### src/shared/cbc_pkg.sv
`default_nettype none
package cbc_pkg;
   // Timing
   localparam int CLK_HZ = 40_000_000;
   localparam int BOOST_DLY_MS = 30;
   localparam int BOOST_DLY_CYC = CLK_HZ / 1000 * BOOST_DLY_MS;
   localparam int BLINK_MS = 500;
   localparam int BLINK_CYC = CLK_HZ / 1000 * BLINK_MS;
   localparam int SEC_CYC = CLK_HZ;
   localparam int SEC_PER_H = 3600;
   localparam int TMR_LOWV_H = 4;
   localparam int TMR_H0 = 5;
   localparam int TMR_H1 = 8;
   localparam int TMR_H2 = 12;
   localparam int TMR_H3 = 20;
   // Register offsets
   localparam logic [3:0] ADR_CTRL = 4'h0;
   localparam logic [3:0] ADR_BOOST = 4'h1;
   localparam logic [3:0] ADR_SYSMIN = 4'h2;
   localparam logic [3:0] ADR_FAST_CHARGE_CURRENT_SETTING = 4'h3;
   localparam logic [3:0] ADR_IPT = 4'h4;
   localparam logic [3:0] ADR_VREG = 4'h5;
   localparam logic [3:0] ADR_TMR = 4'h6;
   localparam logic [3:0] ADR_STAT0 = 4'h8;
   localparam logic [3:0] ADR_STAT1 = 4'h9;
   // Control register fields
   localparam int CT_CHG = 0;
   localparam int CT_OTG = 1;
   localparam int CT_CLK = 2;
   localparam int CT_IND_OFF = 3;
   localparam int CT_RCHG = 4;
   localparam int CT_SWOFF = 5;
   localparam int CT_TERM = 6;
   // Boost register fields
   localparam int BO_LIM_LSB = 0;
   localparam int BO_VSEL_LSB = 3;
   // Timer register fields
   localparam int TM_SEL_LSB = 0;
   localparam int TM_PROF = 2;
   localparam int TM_EN = 3;
   localparam int TM_HALF = 4;
   // Reset values
   localparam logic [7:0] RST_CTRL = 8'h41;
   localparam logic [7:0] RST_BOOST = 8'h38;
   localparam logic [7:0] RST_SYSMIN = 8'h05;
   localparam logic [7:0] RST_FAST_CHARGE_CURRENT_SETTING = 8'h20;
   localparam logic [7:0] RST_IPT = 8'h31;
   localparam logic [7:0] RST_VREG = 8'h17;
   localparam logic [7:0] RST_TMR = 8'h1E;
   // Status codes
   localparam logic [2:0] SRC_BOOST = 3'h7;
   localparam logic [1:0] PH_OFF = 2'h0;
   localparam logic [1:0] PH_PRE = 2'h1;
   localparam logic [1:0] PH_FAST = 2'h2;
   localparam logic [1:0] PH_DONE = 2'h3;
   localparam logic [1:0] FLT_TIMER = 2'h3;

   typedef enum logic [2:0] {CS_IDLE, CS_PRE, CS_FAST, CS_DONE, CS_FAULT} cbc_chg_state_t;
   typedef enum logic [1:0] {BS_OFF, BS_WAIT, BS_ON} cbc_boost_state_t;

   typedef struct packed {
      logic ce_n;
      logic boost_pin;
      logic conv_on;
      logic bat_lowv_ok;
      logic bat_2v_ok;
      logic bat_3v_ok;
      logic bat_minsys_lo;
      logic bat_otg_ok;
      logic bat_depl_ok;
      logic bat_rchg0_ok;
      logic bat_rchg1_ok;
      logic vbus_sleep;
      logic sys_below_bat;
      logic iin_over;
      logic vin_under;
      logic ts_chg_ok;
      logic ts_boost_ok;
      logic fast_charge_current_setting_below_term;
      logic thermal_reg;
   } cbc_cmp_t;

   typedef struct packed {
      logic boost_run;
      logic step_up_clock_sel;
      logic [2:0] step_up_current_limit;
      logic [3:0] boost_voltage_sel;
      logic [2:0] min_system_voltage_sel;
      logic chg_run;
      logic [1:0] cur_mode;
      logic [6:0] fast_charge_current_setting;
      logic [3:0] pre_current;
      logic [5:0] charge_voltage;
      logic temp_profile_en;
      logic chg_reduce;
      logic battery_switch;
   } cbc_ctl_t;
endpackage
`default_nettype wire

### src/cbc_sync.sv
`timescale 1ns/10ps
`default_nettype none
module cbc_sync #(
   parameter int W = 1
) (
   input wire logic mclk,
   input wire logic rst_n,
   input wire logic [W-1:0] d,
   output logic [W-1:0] q
);
   // First stage feeds only the second stage
   logic [W-1:0] s1_r;
   logic [W-1:0] s2_r;

   always_ff @(posedge mclk) begin
      if (!rst_n) begin
         s1_r <= '0;
         s2_r <= '0;
      end else begin
         s1_r <= d;
         s2_r <= s1_r;
      end
   end

   assign q = s2_r;
endmodule
`default_nettype wire

### src/cbc_ctrl_fsm.sv
// Functional notes
// (RULE1) Boost starts only with good battery, low input, pin and bit set, 30 ms wait.
// (RULE2) Boost current limit field picks output limit, 000 is 500 mA, top 2.4 A.
// (RULE3) Boost clock select is 500 kHz or 1.5 MHz; locked while boost bit set.
// (RULE4) Input source code reads 111 while boosting.
// (RULE5) Boost voltage select field defaults to 5 V and is writable.
// (RULE6) Boost stops when battery drops below the boost battery threshold.
// (RULE7) Minimum system voltage field, default 3.5 V, drives system regulation.
// (RULE8) Minimum-system flag set while battery below minimum and rail regulated.
// (RULE9) Input over-current or under-voltage reduces charge current until clear.
// (RULE10) Input voltage and current regulation flags follow the active limit.
// (RULE11) Battery switch turns on when system below battery, off at depletion.
// (RULE12) Bit set and pin low runs a charge cycle without host help.
// (RULE13) Charge parameters reset to the documented default settings.
// (RULE14) New cycle needs converter, enables, nonzero current, no faults, switch allowed.
// (RULE15) Terminate on low current above recharge level, not in regulation.
// (RULE16) After done, battery below selected recharge level restarts charging.
// (RULE17) After done, toggling the enable pin or bit starts a new cycle.
// (RULE18) Indicator low while charging, high when done or off, blinks on fault.
// (RULE19) Phase code 00 off, 01 precharge, 10 fast, 11 done.
// (RULE20) Interrupt pulse on charge completion.
// (RULE21) Phase follows battery: short and precharge below 3 V, fast above; the code never goes back from fast to precharge.
// (RULE22) In regulation, termination held off and safety timer runs at half rate.
// (RULE23) Timer expiry sets fault code 11 and pulses the interrupt.
// (RULE24) Analog comparator results are synchronised and used on the internal clock.
// (RULE25) Boost and charging exclusive; boost forces charger idle.
//
// The plain strobed port and the placing of the registers were decided locally.
`timescale 1ns/10ps
`default_nettype none
module cbc_ctrl_fsm
   import cbc_pkg::*;
#(
   parameter int BOOST_DLY_CYCLES = BOOST_DLY_CYC,
   parameter int BLINK_CYCLES = BLINK_CYC,
   parameter int SEC_CYCLES = SEC_CYC
) (
   input wire logic mclk,
   input wire logic rst_n,
   input wire cbc_cmp_t cmp_raw,
   input wire logic [2:0] src_code_in,
   input wire logic [3:0] reg_addr,
   input wire logic [7:0] reg_wdata,
   input wire logic reg_wr,
   input wire logic reg_rd,
   output logic [7:0] reg_rdata,
   output cbc_ctl_t ana,
   output logic stat_o,
   output logic stat_oe_n,
   output logic int_pulse
);
   localparam logic [7:0] CLK_MASK = 8'h01 << CT_CLK;
   localparam logic [16:0] LIM_LOWV = 17'(TMR_LOWV_H * SEC_PER_H);
   localparam logic [16:0] LIM_0 = 17'(TMR_H0 * SEC_PER_H);
   localparam logic [16:0] LIM_1 = 17'(TMR_H1 * SEC_PER_H);
   localparam logic [16:0] LIM_2 = 17'(TMR_H2 * SEC_PER_H);
   localparam logic [16:0] LIM_3 = 17'(TMR_H3 * SEC_PER_H);

   cbc_cmp_t cmp;
   logic [$bits(cbc_cmp_t)-1:0] cmp_q;
   logic [7:0] ctrl_r, boost_r, sysmin_r, fast_charge_current_setting_r, ipt_r, vreg_r, tmr_r;
   logic [7:0] ctrl_nxt, rd_val, reg_rdata_r;
   logic wr_ctrl, wr_boost, wr_sysmin, wr_fast_charge_current_setting, wr_ipt, wr_vreg, wr_tmr;
   cbc_boost_state_t bstate_r, bstate_nxt;
   cbc_chg_state_t cstate_r, cstate_nxt, first_st;
   logic [25:0] dly_cnt_r, dly_cnt_nxt, pre_cnt_r, pre_cnt_nxt, blink_cnt_r;
   logic [16:0] sec_cnt_r, tmr_lim;
   logic chg_en, boost_req, boost_ok, boost_on, dly_done, rchg_ok, dynamic_power_mgmt, slow;
   logic charging, run_ok, start_ok, term_ok, tmr_exp, sec_tick, advance;
   logic half_ph_r, blink_r, bsw_r, bsw_nxt, int_pulse_r, stat_oe_n_r;
   logic [2:0] src_r;
   logic [1:0] phase_r, phase_nxt, fault_r;
   logic minsys_r, vdpm_r, idpm_r;
   cbc_ctl_t ana_r, ana_nxt;

   cbc_sync #(.W($bits(cbc_cmp_t))) u_sync (
      .mclk(mclk),
      .rst_n(rst_n),
      .d(cmp_raw),
      .q(cmp_q)
   ); // RULE24
   assign cmp = cbc_cmp_t'(cmp_q);

   // Register decode
   assign wr_ctrl = reg_wr && (reg_addr == ADR_CTRL);
   assign wr_boost = reg_wr && (reg_addr == ADR_BOOST);
   assign wr_sysmin = reg_wr && (reg_addr == ADR_SYSMIN);
   assign wr_fast_charge_current_setting = reg_wr && (reg_addr == ADR_FAST_CHARGE_CURRENT_SETTING);
   assign wr_ipt = reg_wr && (reg_addr == ADR_IPT);
   assign wr_vreg = reg_wr && (reg_addr == ADR_VREG);
   assign wr_tmr = reg_wr && (reg_addr == ADR_TMR);
   // Clock select frozen during boost so the converter never changes frequency live
   assign ctrl_nxt = ctrl_r[CT_OTG] ? ((reg_wdata & ~CLK_MASK) | (ctrl_r & CLK_MASK))
                                    : reg_wdata; // RULE3

   always_ff @(posedge mclk) begin
      if (!rst_n) begin
         ctrl_r <= RST_CTRL; // RULE13
         boost_r <= RST_BOOST; // RULE5
         sysmin_r <= RST_SYSMIN; // RULE7
         fast_charge_current_setting_r <= RST_FAST_CHARGE_CURRENT_SETTING;
         ipt_r <= RST_IPT;
         vreg_r <= RST_VREG;
         tmr_r <= RST_TMR;
      end else begin
         if (wr_ctrl) ctrl_r <= ctrl_nxt;
         if (wr_boost) boost_r <= reg_wdata;
         if (wr_sysmin) sysmin_r <= reg_wdata;
         if (wr_fast_charge_current_setting) fast_charge_current_setting_r <= reg_wdata;
         if (wr_ipt) ipt_r <= reg_wdata;
         if (wr_vreg) vreg_r <= reg_wdata;
         if (wr_tmr) tmr_r <= reg_wdata;
      end
   end

   always_comb begin
      unique case (reg_addr)
         ADR_CTRL: rd_val = ctrl_r;
         ADR_BOOST: rd_val = boost_r;
         ADR_SYSMIN: rd_val = sysmin_r;
         ADR_FAST_CHARGE_CURRENT_SETTING: rd_val = fast_charge_current_setting_r;
         ADR_IPT: rd_val = ipt_r;
         ADR_VREG: rd_val = vreg_r;
         ADR_TMR: rd_val = tmr_r;
         ADR_STAT0: rd_val = {src_r, phase_r, minsys_r, vdpm_r, idpm_r};
         ADR_STAT1: rd_val = {4'h0, bsw_r, boost_on, fault_r};
         default: rd_val = 8'h00;
      endcase
   end

   always_ff @(posedge mclk) begin
      if (!rst_n) reg_rdata_r <= 8'h00;
      else reg_rdata_r <= reg_rd ? rd_val : 8'h00;
   end
   assign reg_rdata = reg_rdata_r;

   // Shared conditions
   assign chg_en = ctrl_r[CT_CHG] && !cmp.ce_n; // RULE12
   assign boost_req = ctrl_r[CT_OTG] && cmp.boost_pin;
   assign boost_ok = cmp.bat_lowv_ok && cmp.vbus_sleep && cmp.ts_boost_ok; // RULE1
   assign boost_on = (bstate_r == BS_ON);
   assign rchg_ok = ctrl_r[CT_RCHG] ? cmp.bat_rchg1_ok : cmp.bat_rchg0_ok;
   assign dynamic_power_mgmt = cmp.conv_on && (cmp.iin_over || cmp.vin_under); // RULE9
   assign slow = dynamic_power_mgmt || cmp.thermal_reg;
   assign charging = (cstate_r == CS_PRE) || (cstate_r == CS_FAST);
   assign run_ok = cmp.conv_on && chg_en && (fast_charge_current_setting_r[6:0] != 7'h00) && cmp.ts_chg_ok
                   && !ctrl_r[CT_SWOFF];
   assign start_ok = run_ok && (bstate_r == BS_OFF); // RULE14
   assign term_ok = cmp.fast_charge_current_setting_below_term && rchg_ok && !slow && ctrl_r[CT_TERM]; // RULE15 RULE22
   assign first_st = cmp.bat_3v_ok ? CS_FAST : CS_PRE; // RULE21

   // Boost sequencer
   assign dly_done = (dly_cnt_r == 26'(BOOST_DLY_CYCLES - 1));
   always_comb begin
      bstate_nxt = bstate_r;
      unique case (bstate_r)
         BS_OFF: if (boost_req && boost_ok) bstate_nxt = BS_WAIT; // RULE1
         BS_WAIT: begin
            if (!boost_req || !cmp.bat_lowv_ok) bstate_nxt = BS_OFF;
            else if (dly_done && boost_ok) bstate_nxt = BS_ON; // RULE1
         end
         BS_ON: if (!boost_req || !cmp.bat_otg_ok) bstate_nxt = BS_OFF; // RULE6
      endcase
   end
   assign dly_cnt_nxt = (bstate_r != BS_WAIT) ? 26'h0000000
                      : (dly_done ? dly_cnt_r : dly_cnt_r + 26'h0000001);

   always_ff @(posedge mclk) begin
      if (!rst_n) begin
         bstate_r <= BS_OFF;
         dly_cnt_r <= 26'h0000000;
      end else begin
         bstate_r <= bstate_nxt;
         dly_cnt_r <= dly_cnt_nxt;
      end
   end

   // Charge sequencer
   always_comb begin
      cstate_nxt = cstate_r;
      unique case (cstate_r)
         CS_IDLE: if (start_ok) cstate_nxt = first_st; // RULE14
         CS_PRE: begin
            if (!run_ok) cstate_nxt = CS_IDLE;
            else if (tmr_exp) cstate_nxt = CS_FAULT; // RULE23
            else if (cmp.bat_3v_ok) cstate_nxt = CS_FAST; // RULE21
         end
         CS_FAST: begin
            if (!run_ok) cstate_nxt = CS_IDLE;
            else if (tmr_exp) cstate_nxt = CS_FAULT; // RULE23
            else if (term_ok) cstate_nxt = CS_DONE; // RULE15
         end
         CS_DONE: begin
            if (!chg_en) cstate_nxt = CS_IDLE; // RULE17
            else if (!rchg_ok && start_ok) cstate_nxt = first_st; // RULE16
         end
         CS_FAULT: if (!chg_en) cstate_nxt = CS_IDLE;
      endcase
      // Boost owns the power stage
      if (bstate_r != BS_OFF) cstate_nxt = CS_IDLE; // RULE25
   end

   always_comb begin
      unique case (cstate_nxt)
         CS_PRE: phase_nxt = PH_PRE;
         CS_FAST: phase_nxt = PH_FAST;
         CS_DONE: phase_nxt = PH_DONE;
         default: phase_nxt = PH_OFF;
      endcase
   end // RULE19

   // Safety timer, seconds based; shorter limit while battery is very low
   assign tmr_lim = !cmp.bat_lowv_ok ? LIM_LOWV
                  : (tmr_r[TM_SEL_LSB +: 2] == 2'h0) ? LIM_0
                  : (tmr_r[TM_SEL_LSB +: 2] == 2'h1) ? LIM_1
                  : (tmr_r[TM_SEL_LSB +: 2] == 2'h2) ? LIM_2 : LIM_3;
   assign tmr_exp = tmr_r[TM_EN] && (sec_cnt_r >= tmr_lim);
   assign sec_tick = (pre_cnt_r == 26'(SEC_CYCLES - 1));
   assign pre_cnt_nxt = (!charging || sec_tick) ? 26'h0000000 : pre_cnt_r + 26'h0000001;
   assign advance = sec_tick && (!slow || !tmr_r[TM_HALF] || half_ph_r); // RULE22

   always_ff @(posedge mclk) begin
      if (!rst_n) begin
         cstate_r <= CS_IDLE;
         pre_cnt_r <= 26'h0000000;
         sec_cnt_r <= 17'h00000;
         half_ph_r <= 1'b0;
      end else begin
         cstate_r <= cstate_nxt;
         pre_cnt_r <= pre_cnt_nxt;
         if (!charging) sec_cnt_r <= 17'h00000;
         else if (advance) sec_cnt_r <= sec_cnt_r + 17'h00001;
         if (sec_tick && slow) half_ph_r <= !half_ph_r;
      end
   end

   // Events and status
   always_ff @(posedge mclk) begin
      if (!rst_n) begin
         int_pulse_r <= 1'b0;
         fault_r <= 2'h0;
         phase_r <= PH_OFF;
      end else begin
         int_pulse_r <= ((cstate_nxt == CS_DONE) && (cstate_r != CS_DONE))
                        || ((cstate_nxt == CS_FAULT) && (cstate_r != CS_FAULT)); // RULE20 RULE23
         fault_r <= (cstate_nxt == CS_FAULT) ? FLT_TIMER : 2'h0; // RULE23
         phase_r <= phase_nxt;
      end
   end
   assign int_pulse = int_pulse_r;

   always_ff @(posedge mclk) begin
      if (!rst_n) begin
         src_r <= 3'h0;
         minsys_r <= 1'b0;
         vdpm_r <= 1'b0;
         idpm_r <= 1'b0;
      end else begin
         src_r <= boost_on ? SRC_BOOST : src_code_in; // RULE4
         minsys_r <= cmp.bat_minsys_lo && cmp.conv_on; // RULE8
         vdpm_r <= cmp.conv_on && cmp.vin_under; // RULE10
         idpm_r <= cmp.conv_on && cmp.iin_over; // RULE10
      end
   end

   // Battery switch: on to charge, on to supplement, off at depletion
   assign bsw_nxt = ctrl_r[CT_SWOFF] ? 1'b0
                  : charging ? 1'b1
                  : !cmp.bat_depl_ok ? 1'b0
                  : cmp.sys_below_bat ? 1'b1 : bsw_r; // RULE11

   // Indicator blink only runs in fault, so it costs nothing otherwise
   always_ff @(posedge mclk) begin
      if (!rst_n) begin
         bsw_r <= 1'b0;
         blink_cnt_r <= 26'h0000000;
         blink_r <= 1'b0;
         stat_oe_n_r <= 1'b1;
      end else begin
         bsw_r <= bsw_nxt;
         if (cstate_r != CS_FAULT || blink_cnt_r == 26'(BLINK_CYCLES - 1))
            blink_cnt_r <= 26'h0000000;
         else
            blink_cnt_r <= blink_cnt_r + 26'h0000001;
         if (cstate_r != CS_FAULT) blink_r <= 1'b0;
         else if (blink_cnt_r == 26'(BLINK_CYCLES - 1)) blink_r <= !blink_r;
         stat_oe_n_r <= ctrl_r[CT_IND_OFF]
                        || !(charging || (cstate_r == CS_FAULT && blink_r)); // RULE18
      end
   end
   assign stat_o = 1'b0;
   assign stat_oe_n = stat_oe_n_r;

   // Analog control word
   always_comb begin
      ana_nxt.boost_run = boost_on && cmp.ts_boost_ok; // RULE6
      ana_nxt.step_up_clock_sel = ctrl_r[CT_CLK]; // RULE3
      ana_nxt.step_up_current_limit = boost_r[BO_LIM_LSB +: 3]; // RULE2
      ana_nxt.boost_voltage_sel = boost_r[BO_VSEL_LSB +: 4]; // RULE5
      ana_nxt.min_system_voltage_sel = sysmin_r[2:0]; // RULE7
      ana_nxt.chg_run = charging;
      ana_nxt.cur_mode = !cmp.bat_2v_ok ? 2'h0 : (cstate_r == CS_FAST) ? 2'h2 : 2'h1; // RULE21
      ana_nxt.fast_charge_current_setting = fast_charge_current_setting_r[6:0];
      ana_nxt.pre_current = ipt_r[3:0];
      ana_nxt.charge_voltage = vreg_r[5:0];
      ana_nxt.temp_profile_en = tmr_r[TM_PROF];
      ana_nxt.chg_reduce = dynamic_power_mgmt; // RULE9
      ana_nxt.battery_switch = bsw_r;
   end

   always_ff @(posedge mclk) begin
      if (!rst_n) ana_r <= '0;
      else ana_r <= ana_nxt;
   end
   assign ana = ana_r;
endmodule
`default_nettype wire

### config.mk
export PLATFORM = sky130hd
export DESIGN_NAME = cbc_ctrl_fsm
export DESIGN_NICKNAME = d
export VERILOG_FILES = /design/src/shared/cbc_pkg.sv /design/src/cbc_sync.sv /design/src/cbc_ctrl_fsm.sv
export SDC_FILE = /design/constraint.sdc
export NUM_CORES = 1
export LEC_CHECK = 0
export ABC_CLOCK_PERIOD_IN_PS = 2990
export BUFFER_PORTS_ARGS = -buffer_cell sky130_fd_sc_hd__buf_2
export CORE_UTILIZATION = 60
export CTS_CLUSTER_SIZE = 24
export DETAILED_ROUTE_END_ITERATION = 12
export GPL_ROUTABILITY_DRIVEN = 1
export HOLD_SLACK_MARGIN = 0.12
export PLACE_DENSITY = 0.87
export SYNTH_ARGS = -nofsm -noshare
export SYNTH_HDL_FRONTEND = slang
export SYNTH_HIERARCHICAL = 1
export SYNTH_SLANG_ARGS = --single-unit
export TNS_END_PERCENT = 100
### constraint.sdc
create_clock -name mclk -period 2.99 [get_ports mclk]
set_clock_uncertainty 0.1 [all_clocks]
set_input_delay 0.4485 -clock mclk [delete_from_list [all_inputs] [get_ports mclk]]
set_output_delay 0.4485 -clock mclk [all_outputs]
set_load 0.05 [all_outputs]
Yosys cells after proc, flatten, opt, wreduce, memory -nomap -nowiden

Cells that the tools add are included.

Bits in registers: 252
Input port bits: 38
Output and inout bits: 46
Logic and storage cells: 181

$add $sub $neg: 4
$lt $le $gt $ge: 1
Equality and inequality tests: 30
Muxes and demuxes: 32
Bitwise gates (word level): 2
Reductions and logical operators: 72

Operator list:

| kind                                                                     | count |
|---|---|
| 26-bit by 1-bit adder with 26-bit output (second input constant)         | 3 |
| 8-bit one-hot mux with 9 select lines                                    | 1 |
| 17-bit 2-to-1 mux                                                        | 4 |
| 3-bit 2-to-1 mux                                                         | 12 |
| 1-bit logical AND                                                        | 33 |
| 26-bit by 21-bit equality test with 1-bit output (second input constant) | 1 |
| 26-bit by 25-bit equality test with 1-bit output (second input constant) | 1 |
| 26-bit equality test (second input constant)                             | 1 |
| 17-bit by 1-bit adder with 17-bit output (second input constant)         | 1 |
| 17-bit >= comparator                                                     | 1 |
| 3-bit one-hot mux with 5 select lines                                    | 1 |
| 2-bit 2-to-1 mux                                                         | 7 |
| 3-bit by 2-bit equality test with 1-bit output (second input constant)   | 4 |
| 4-bit by 3-bit equality test with 1-bit output (second input constant)   | 3 |
| 1-bit zero test                                                          | 12 |
| 1-bit logical OR                                                         | 12 |
| 2-bit one-hot mux with 3 select lines                                    | 2 |
| 2-bit OR reduction                                                       | 5 |
| 3-bit != test (second input constant)                                    | 3 |
| 4-bit by 2-bit equality test with 1-bit output (second input constant)   | 2 |
| 4-bit equality test (second input constant)                              | 2 |
| 8-bit 2-to-1 mux                                                         | 1 |
| 8-bit by 3-bit OR with 8-bit output                                      | 1 |
| 7-bit nonzero test                                                       | 1 |
| 15 further kinds                                                         | 27 |

Depth between registers and ports, before layout

Depth in word-level cells: 15
Gate-level depth with buffers: 11
Depth with buffers taken out: 11

Modules after synthesis

The synthesis kept the hierarchy.

By module, submodules not included:

| module       | instances | cells an instance | area an instance (µm²) | sequential area each (µm²) |
|---|---|---|---|---|
| cbc_ctrl_fsm | 1         | 1066              | 9426.5                 | 4264.1 |
| cbc_sync     | 1         | 80                | 1037.2                 | 760.7 |

Worst setup path before layout

Ideal clock, no wire load.

Path kind: reg-to-reg
From: register tmr_r[0]
To: register int_pulse_r (netlist: int_pulse)
Arrival time: 2.435 ns
Path slack: 0.362 ns
Cell stages (with the launch flop): 11
Path buffers: 0
Clock period less this slack: 2.628 ns
Cell sequence: dfxtp_1 -> inv_1 -> ha_1 -> o21ai_0 -> ha_1 -> a21o_1 -> a22oi_1 -> o21ai_0 -> a2111oi_0 -> o221ai_1 -> o32ai_1

Cells in the longest elaborated chain, start to end: 14

RTL lines:

| what                                                                                  | line                                     | RTL |
|---|---|---|
| start: declaration                                                                    | cbc_ctrl_fsm.sv:61                       | `logic [7:0] ctrl_r, boost_r, sysmin_r, fast_charge_current_setting_r, ipt_r, vreg_r, tmr_r;` |
| start signal: assignment                                                              | cbc_ctrl_fsm.sv:112                      | `if (wr_tmr) tmr_r <= reg_wdata;` |
| 2-bit equality test                                                                   | cbc_ctrl_fsm.sv:216                      | `: (tmr_r[TM_SEL_LSB +: 2] == 2'h2) ? LIM_2 : LIM_3;` |
| 17-bit 2-to-1 mux                                                                     | cbc_ctrl_fsm.sv:216                      |  |
| 17-bit 2-to-1 mux                                                                     | cbc_ctrl_fsm.sv:215                      | `: (tmr_r[TM_SEL_LSB +: 2] == 2'h1) ? LIM_1` |
| 17-bit 2-to-1 mux (*)                                                                 | cbc_ctrl_fsm.sv:214                      | `: (tmr_r[TM_SEL_LSB +: 2] == 2'h0) ? LIM_0` |
| 17-bit 2-to-1 mux (*)                                                                 | cbc_ctrl_fsm.sv:213                      | `assign tmr_lim = !cmp.bat_lowv_ok ? LIM_LOWV` |
| 17-bit >= comparator (*)                                                              | cbc_ctrl_fsm.sv:217                      | `assign tmr_exp = tmr_r[TM_EN] && (sec_cnt_r >= tmr_lim);` |
| 1-bit logical AND (*)                                                                 | cbc_ctrl_fsm.sv:217                      |  |
| 3-bit 2-to-1 mux (on tied branches)                                                   | cbc_ctrl_fsm.sv:190, cbc_ctrl_fsm.sv:185 |  |
| 3-bit 2-to-1 mux (on tied branches)                                                   | cbc_ctrl_fsm.sv:189, cbc_ctrl_fsm.sv:184 |  |
| 3-bit one-hot mux with 5 select lines (*)                                             | cbc_ctrl_fsm.sv:181                      | `unique case (cstate_r)` |
| 3-bit 2-to-1 mux (*)                                                                  | cbc_ctrl_fsm.sv:200                      | `if (bstate_r != BS_OFF) cstate_nxt = CS_IDLE;` |
| 3-bit by 2-bit equality test with 1-bit output or 3-bit equality test (tied branches) | cbc_ctrl_fsm.sv:244, cbc_ctrl_fsm.sv:245 |  |
| 1-bit logical AND (on tied branches)                                                  | cbc_ctrl_fsm.sv:244, cbc_ctrl_fsm.sv:245 |  |
| 1-bit logical OR (*)                                                                  | cbc_ctrl_fsm.sv:245                      | `\|\| ((cstate_nxt == CS_FAULT) && (cstate_r != CS_FAULT));` |
| end signal: assignment                                                                | cbc_ctrl_fsm.sv:244                      | `int_pulse_r <= ((cstate_nxt == CS_DONE) && (cstate_r != CS_DONE))` |
| end: declaration                                                                      | cbc_ctrl_fsm.sv:70                       | `logic half_ph_r, blink_r, bsw_r, bsw_nxt, int_pulse_r, stat_oe_n_r;` |

Every way passes the cells marked *; elsewhere a longest branch is shown, timed or not.
A chain may end at the register's enable or synchronous reset.

Final worst setup path

Ends and elaborated chain as after synthesis.

==> impl_results.md <==
- Clock transition at path regs: about 60 ps
- Final WS setup: ~200 ps
- Drt pass-1 iters: 6
- Die area: between 15,000 and 20,000 sq um
- Fmax: ~360 MHz
- Crit-path leading delay family: compound AO/OA/AOI/OAI gates
- P per Cell Area: 611 nW/um^2
- H-tree levels: 1
- Fin. Hold Viols: 0
- Core Region: between 15,000 and 20,000 sq um
- Row cnt: 47
- I/O pins: 84
- Chip Height: between 100 and 150 um
- WS Path Type: flop to flop
- Root buf cell: clkbuf_16
- Vias: between 8,000 and 9,000
- Worst vdd ir: just over 0.5 mV
- Worst-Skew Late Latency: between 500 and 600 ps
- ANT nets after route: 0
- Syn_area_per_cell: ~9.1 sq um
- Post-DP HPWL: 15,000 um
- Yosys cell types: 63
- Startpoint types: flop
- Ant. Diodes: 0
- Worst-Margin Slew: roughly 790 ps
- Slew headroom: 0.469
- First-pass GRT wire length: about 37,000 um
- RSZ-0062 raised after global routing: no
- Routed len/inst: between 15 and 20 um
- Critical Path RT: between 3000 and 4000 ps
- Initial antenna violation count: 0
- Total number of yosys warnings: 6
- Final Hold Slack: between 150 and 200 ps
- Final Cycle Share: 0.934
- 1st-iter DRT viols: ~770
- Syn_nets: approximately 1,200
- Register area share after synthesis: 0.480
- Fin. max-slew vios: 0
- Main combinational cell family by area after synthesis: simple AND/OR/NAND/NOR gates
- Setup TNS: 0 ps
- Initial Utilization: 0.622
- Status: completed
- Yosys reg bits: roughly 250
- Port bufs: 82
- Ys async rst share: 0
- Buf+Inv Stages, Crit Path: 2
- Pre-CTS setup slack: -42.1 ps
- Synth Area in Simple Gates: 0.255
- Slowest-stage cell, CP: or4_1
- Ys flop type: dfxtp_1
- # DRC: 0
- Worst setup EP type: flop
- P_leak: approximately 0.0048 uW
- Routability Congestion: between 0.8 and 0.9
- Final wirelength: about 23,000 um
- Post-synth EDFFs: 0
- Min Tclk post-route: 2790 ps
- Max Buffers Root-to-Sink: 3
- Syn Inst Count: ~1,100
- Num CTS Buffers: 25
- Util after Layout: 0.720
- Area grow syn2layout: 15.7%
- Die X-Extent: 134 um
- Post-synthesis compound-gate area fraction: 0.0688
- Largest net degree at the start of global routing: 50
- Number of global-route vias before repair: 7,947
- CP cell instances: inv_1 -> ha_1 -> o21ai_1 -> inv_1 -> ha_1 -> nand2_1 -> o21a_1 -> o21ai_2 -> a211oi_1 -> or4_1 -> o32ai_1
- Post-CTS Setup Bufs: 0
- Design area: roughly 12,000 sq um
- Max incr delay on CP: approximately 520 ps
- Synth Area in XOR/XNOR: 0.0703
- Share of cells above drive strength 1: 0.124
- Max_cap viols: 0
- Vias/cell: around 5.6
- Hold Crit Class: input pin to flop
- Synth Area in Adders: 0.0311
- Final setup violation count: 0
- Total clock sinks: 251
- Final nets: 1,299
- Mux share of post-synthesis cell area: 0.0625
- CTS tree: yes
- GRT Overall Usage: 0.255
- Crit Path Max Fanout: 5
- Cell area after synthesis: approximately 10,000 sq um
- Gr ovfl total: 0
- Worst EP arrival: 3110 ps
- Placed cell area: roughly 11,000 sq um
synth_stat cells (4+ instances only):
cell      instances  area [sq um]
dfxtp_1         251          5020
nor2_1          167           627
nand2_1          90           338
and2_1           79           494
nand3_1          64           320
mux2i_1          53           531
xor2_1           51           447
clkbuf_1         43           161
a21oi_1          41           205
xnor2_1          33           289
and3_1           26           163
ha_1             26           325
inv_1            22          82.6
nand4_1          22           138
o21ai_0          21           105
nor2b_1          16           100
nor3_1           15          75.1
and4_1            8          70.1
or3_1             8          50.1
a211oi_1          7          52.6
a22oi_1           7          52.6
o21a_1            7          52.6
nand2b_1          6          37.5
mux2_2            5          56.3
a21o_1            4          30.0
buf_6             4          45.0
nor4_1            4          25.0
o22ai_1           4          25.0
or2_2             4          25.0
or4_1             4          30.0
report_power, final:
group / internal, uW / leakage (uW) / switching (uW)
logic: 213 / 0.00232 / 393
registers: 3430 / 0.00204 / 67.6
clock network: 2060 / 0.000426 / 1240
total: 5700 / 0.00479 / 1700
state kept, by name, summed over array words and instances, names as in the netlist, 3 cells and up:
register,cells
cstate_r,3
sec_cnt_r,17
blink_cnt_r,26
sysmin_r,8
reg_rdata,8
ipt_r,8
fast_charge_current_setting_r,8
pre_cnt_r,26
src_r,3
u_sync/s1_r,19
ctrl_r,8
u_sync/q,19
ana,35
boost_r,8
vreg_r,8
dly_cnt_r,26
tmr_r,8
worst paths after layout:
check                      start     endpoint  slack [ps]  cells past startpoint
setup reg to reg        tmr_r[0]    int_pulse         200                     11
hold / removal      reg_wdata[7]     ipt_r[7]         160                      3
setup / recovery        tmr_r[0]    int_pulse         200                     11
hold reg to reg   u_sync/s1_r[2]  u_sync/q[2]         330                      1
tightest hold or removal path: stages:
cell and delay (ps):
buf_2 150, nand2_1 70, a21oi_1 50
routing by layer:
| layer | share of wire | routed length, um | GRT usage | up-vias |
|---|---|---|---|---|
| li1 | - | - | - | 4063 |
| met1 | 0.43 | 9930 | 0.325 | 3888 |
| met2 | 0.48 | 11000 | 0.443 | 288 |
| met3 | 0.063 | 1450 | 0.0435 | 51 |
| met4 | 0.024 | 563 | 0.0749 | 0 |
| met5 | 0 | 0 | 0 | - |
cell families (layout without fill, tap and decap cells):
kind of cell             count (synthesis)  in the layout
other                                    1              1
adder cells (fa/ha/maj)                 26             26
flip-flops                             251            251
multiplexers                            61             61
AND/OR/NAND/NOR                        533            533
AO/OA/AOI/OAI                          113            113
XOR/XNOR                                84             84
buffers and inverters                   77            181
per-stage QoR:
step	power, uW	instances
3_3_place_gp	4110	1406
4_1_cts	7420	1470
2_1_floorplan	3960	1146
6_report	7400	1470
3_5_place_dp	4120	1406
5_1_grt	7630	1470
layout make-up:
cell class                 instances  area, sq um
multi-input combinational        818         5130
timing repair buffer             117          728
inverter                          22         82.6
tap                              220          275
clock buffer                      34          699
fill                            1220         4710
clock inverter                     8          169
sequential                       251         5020
placed cells by master, fill, tap and decap left out, types with 6 or more instances in the layout:
cell type and count:
and4_1 8, clkbuf_16 25, dlygate4sd3_1 22, inv_1 22
or3_1 8, dfxtp_1 251, nand2b_1 6, nor3_1 14
and2_1 79, xor2_1 51, mux2i_1 53, nand2_1 90
nand4_1 22, o21a_1 7, a22oi_1 7, nor2b_1 16
buf_4 13, nand3_1 64, a211oi_1 7, o21ai_0 19
buf_2 82, ha_1 26, and3_1 26, xnor2_1 33
nor2_1 167, a21oi_1 41
timing repair:
item | 4_1_cts | 5_1_grt
endpoints found under the setup margin | 3 | 4
hold buffers | 22 | 0
gates resized for setup | 1 | 6
endpoints found under the hold margin | 22 | 0
(Power assumes the default switching activity.)
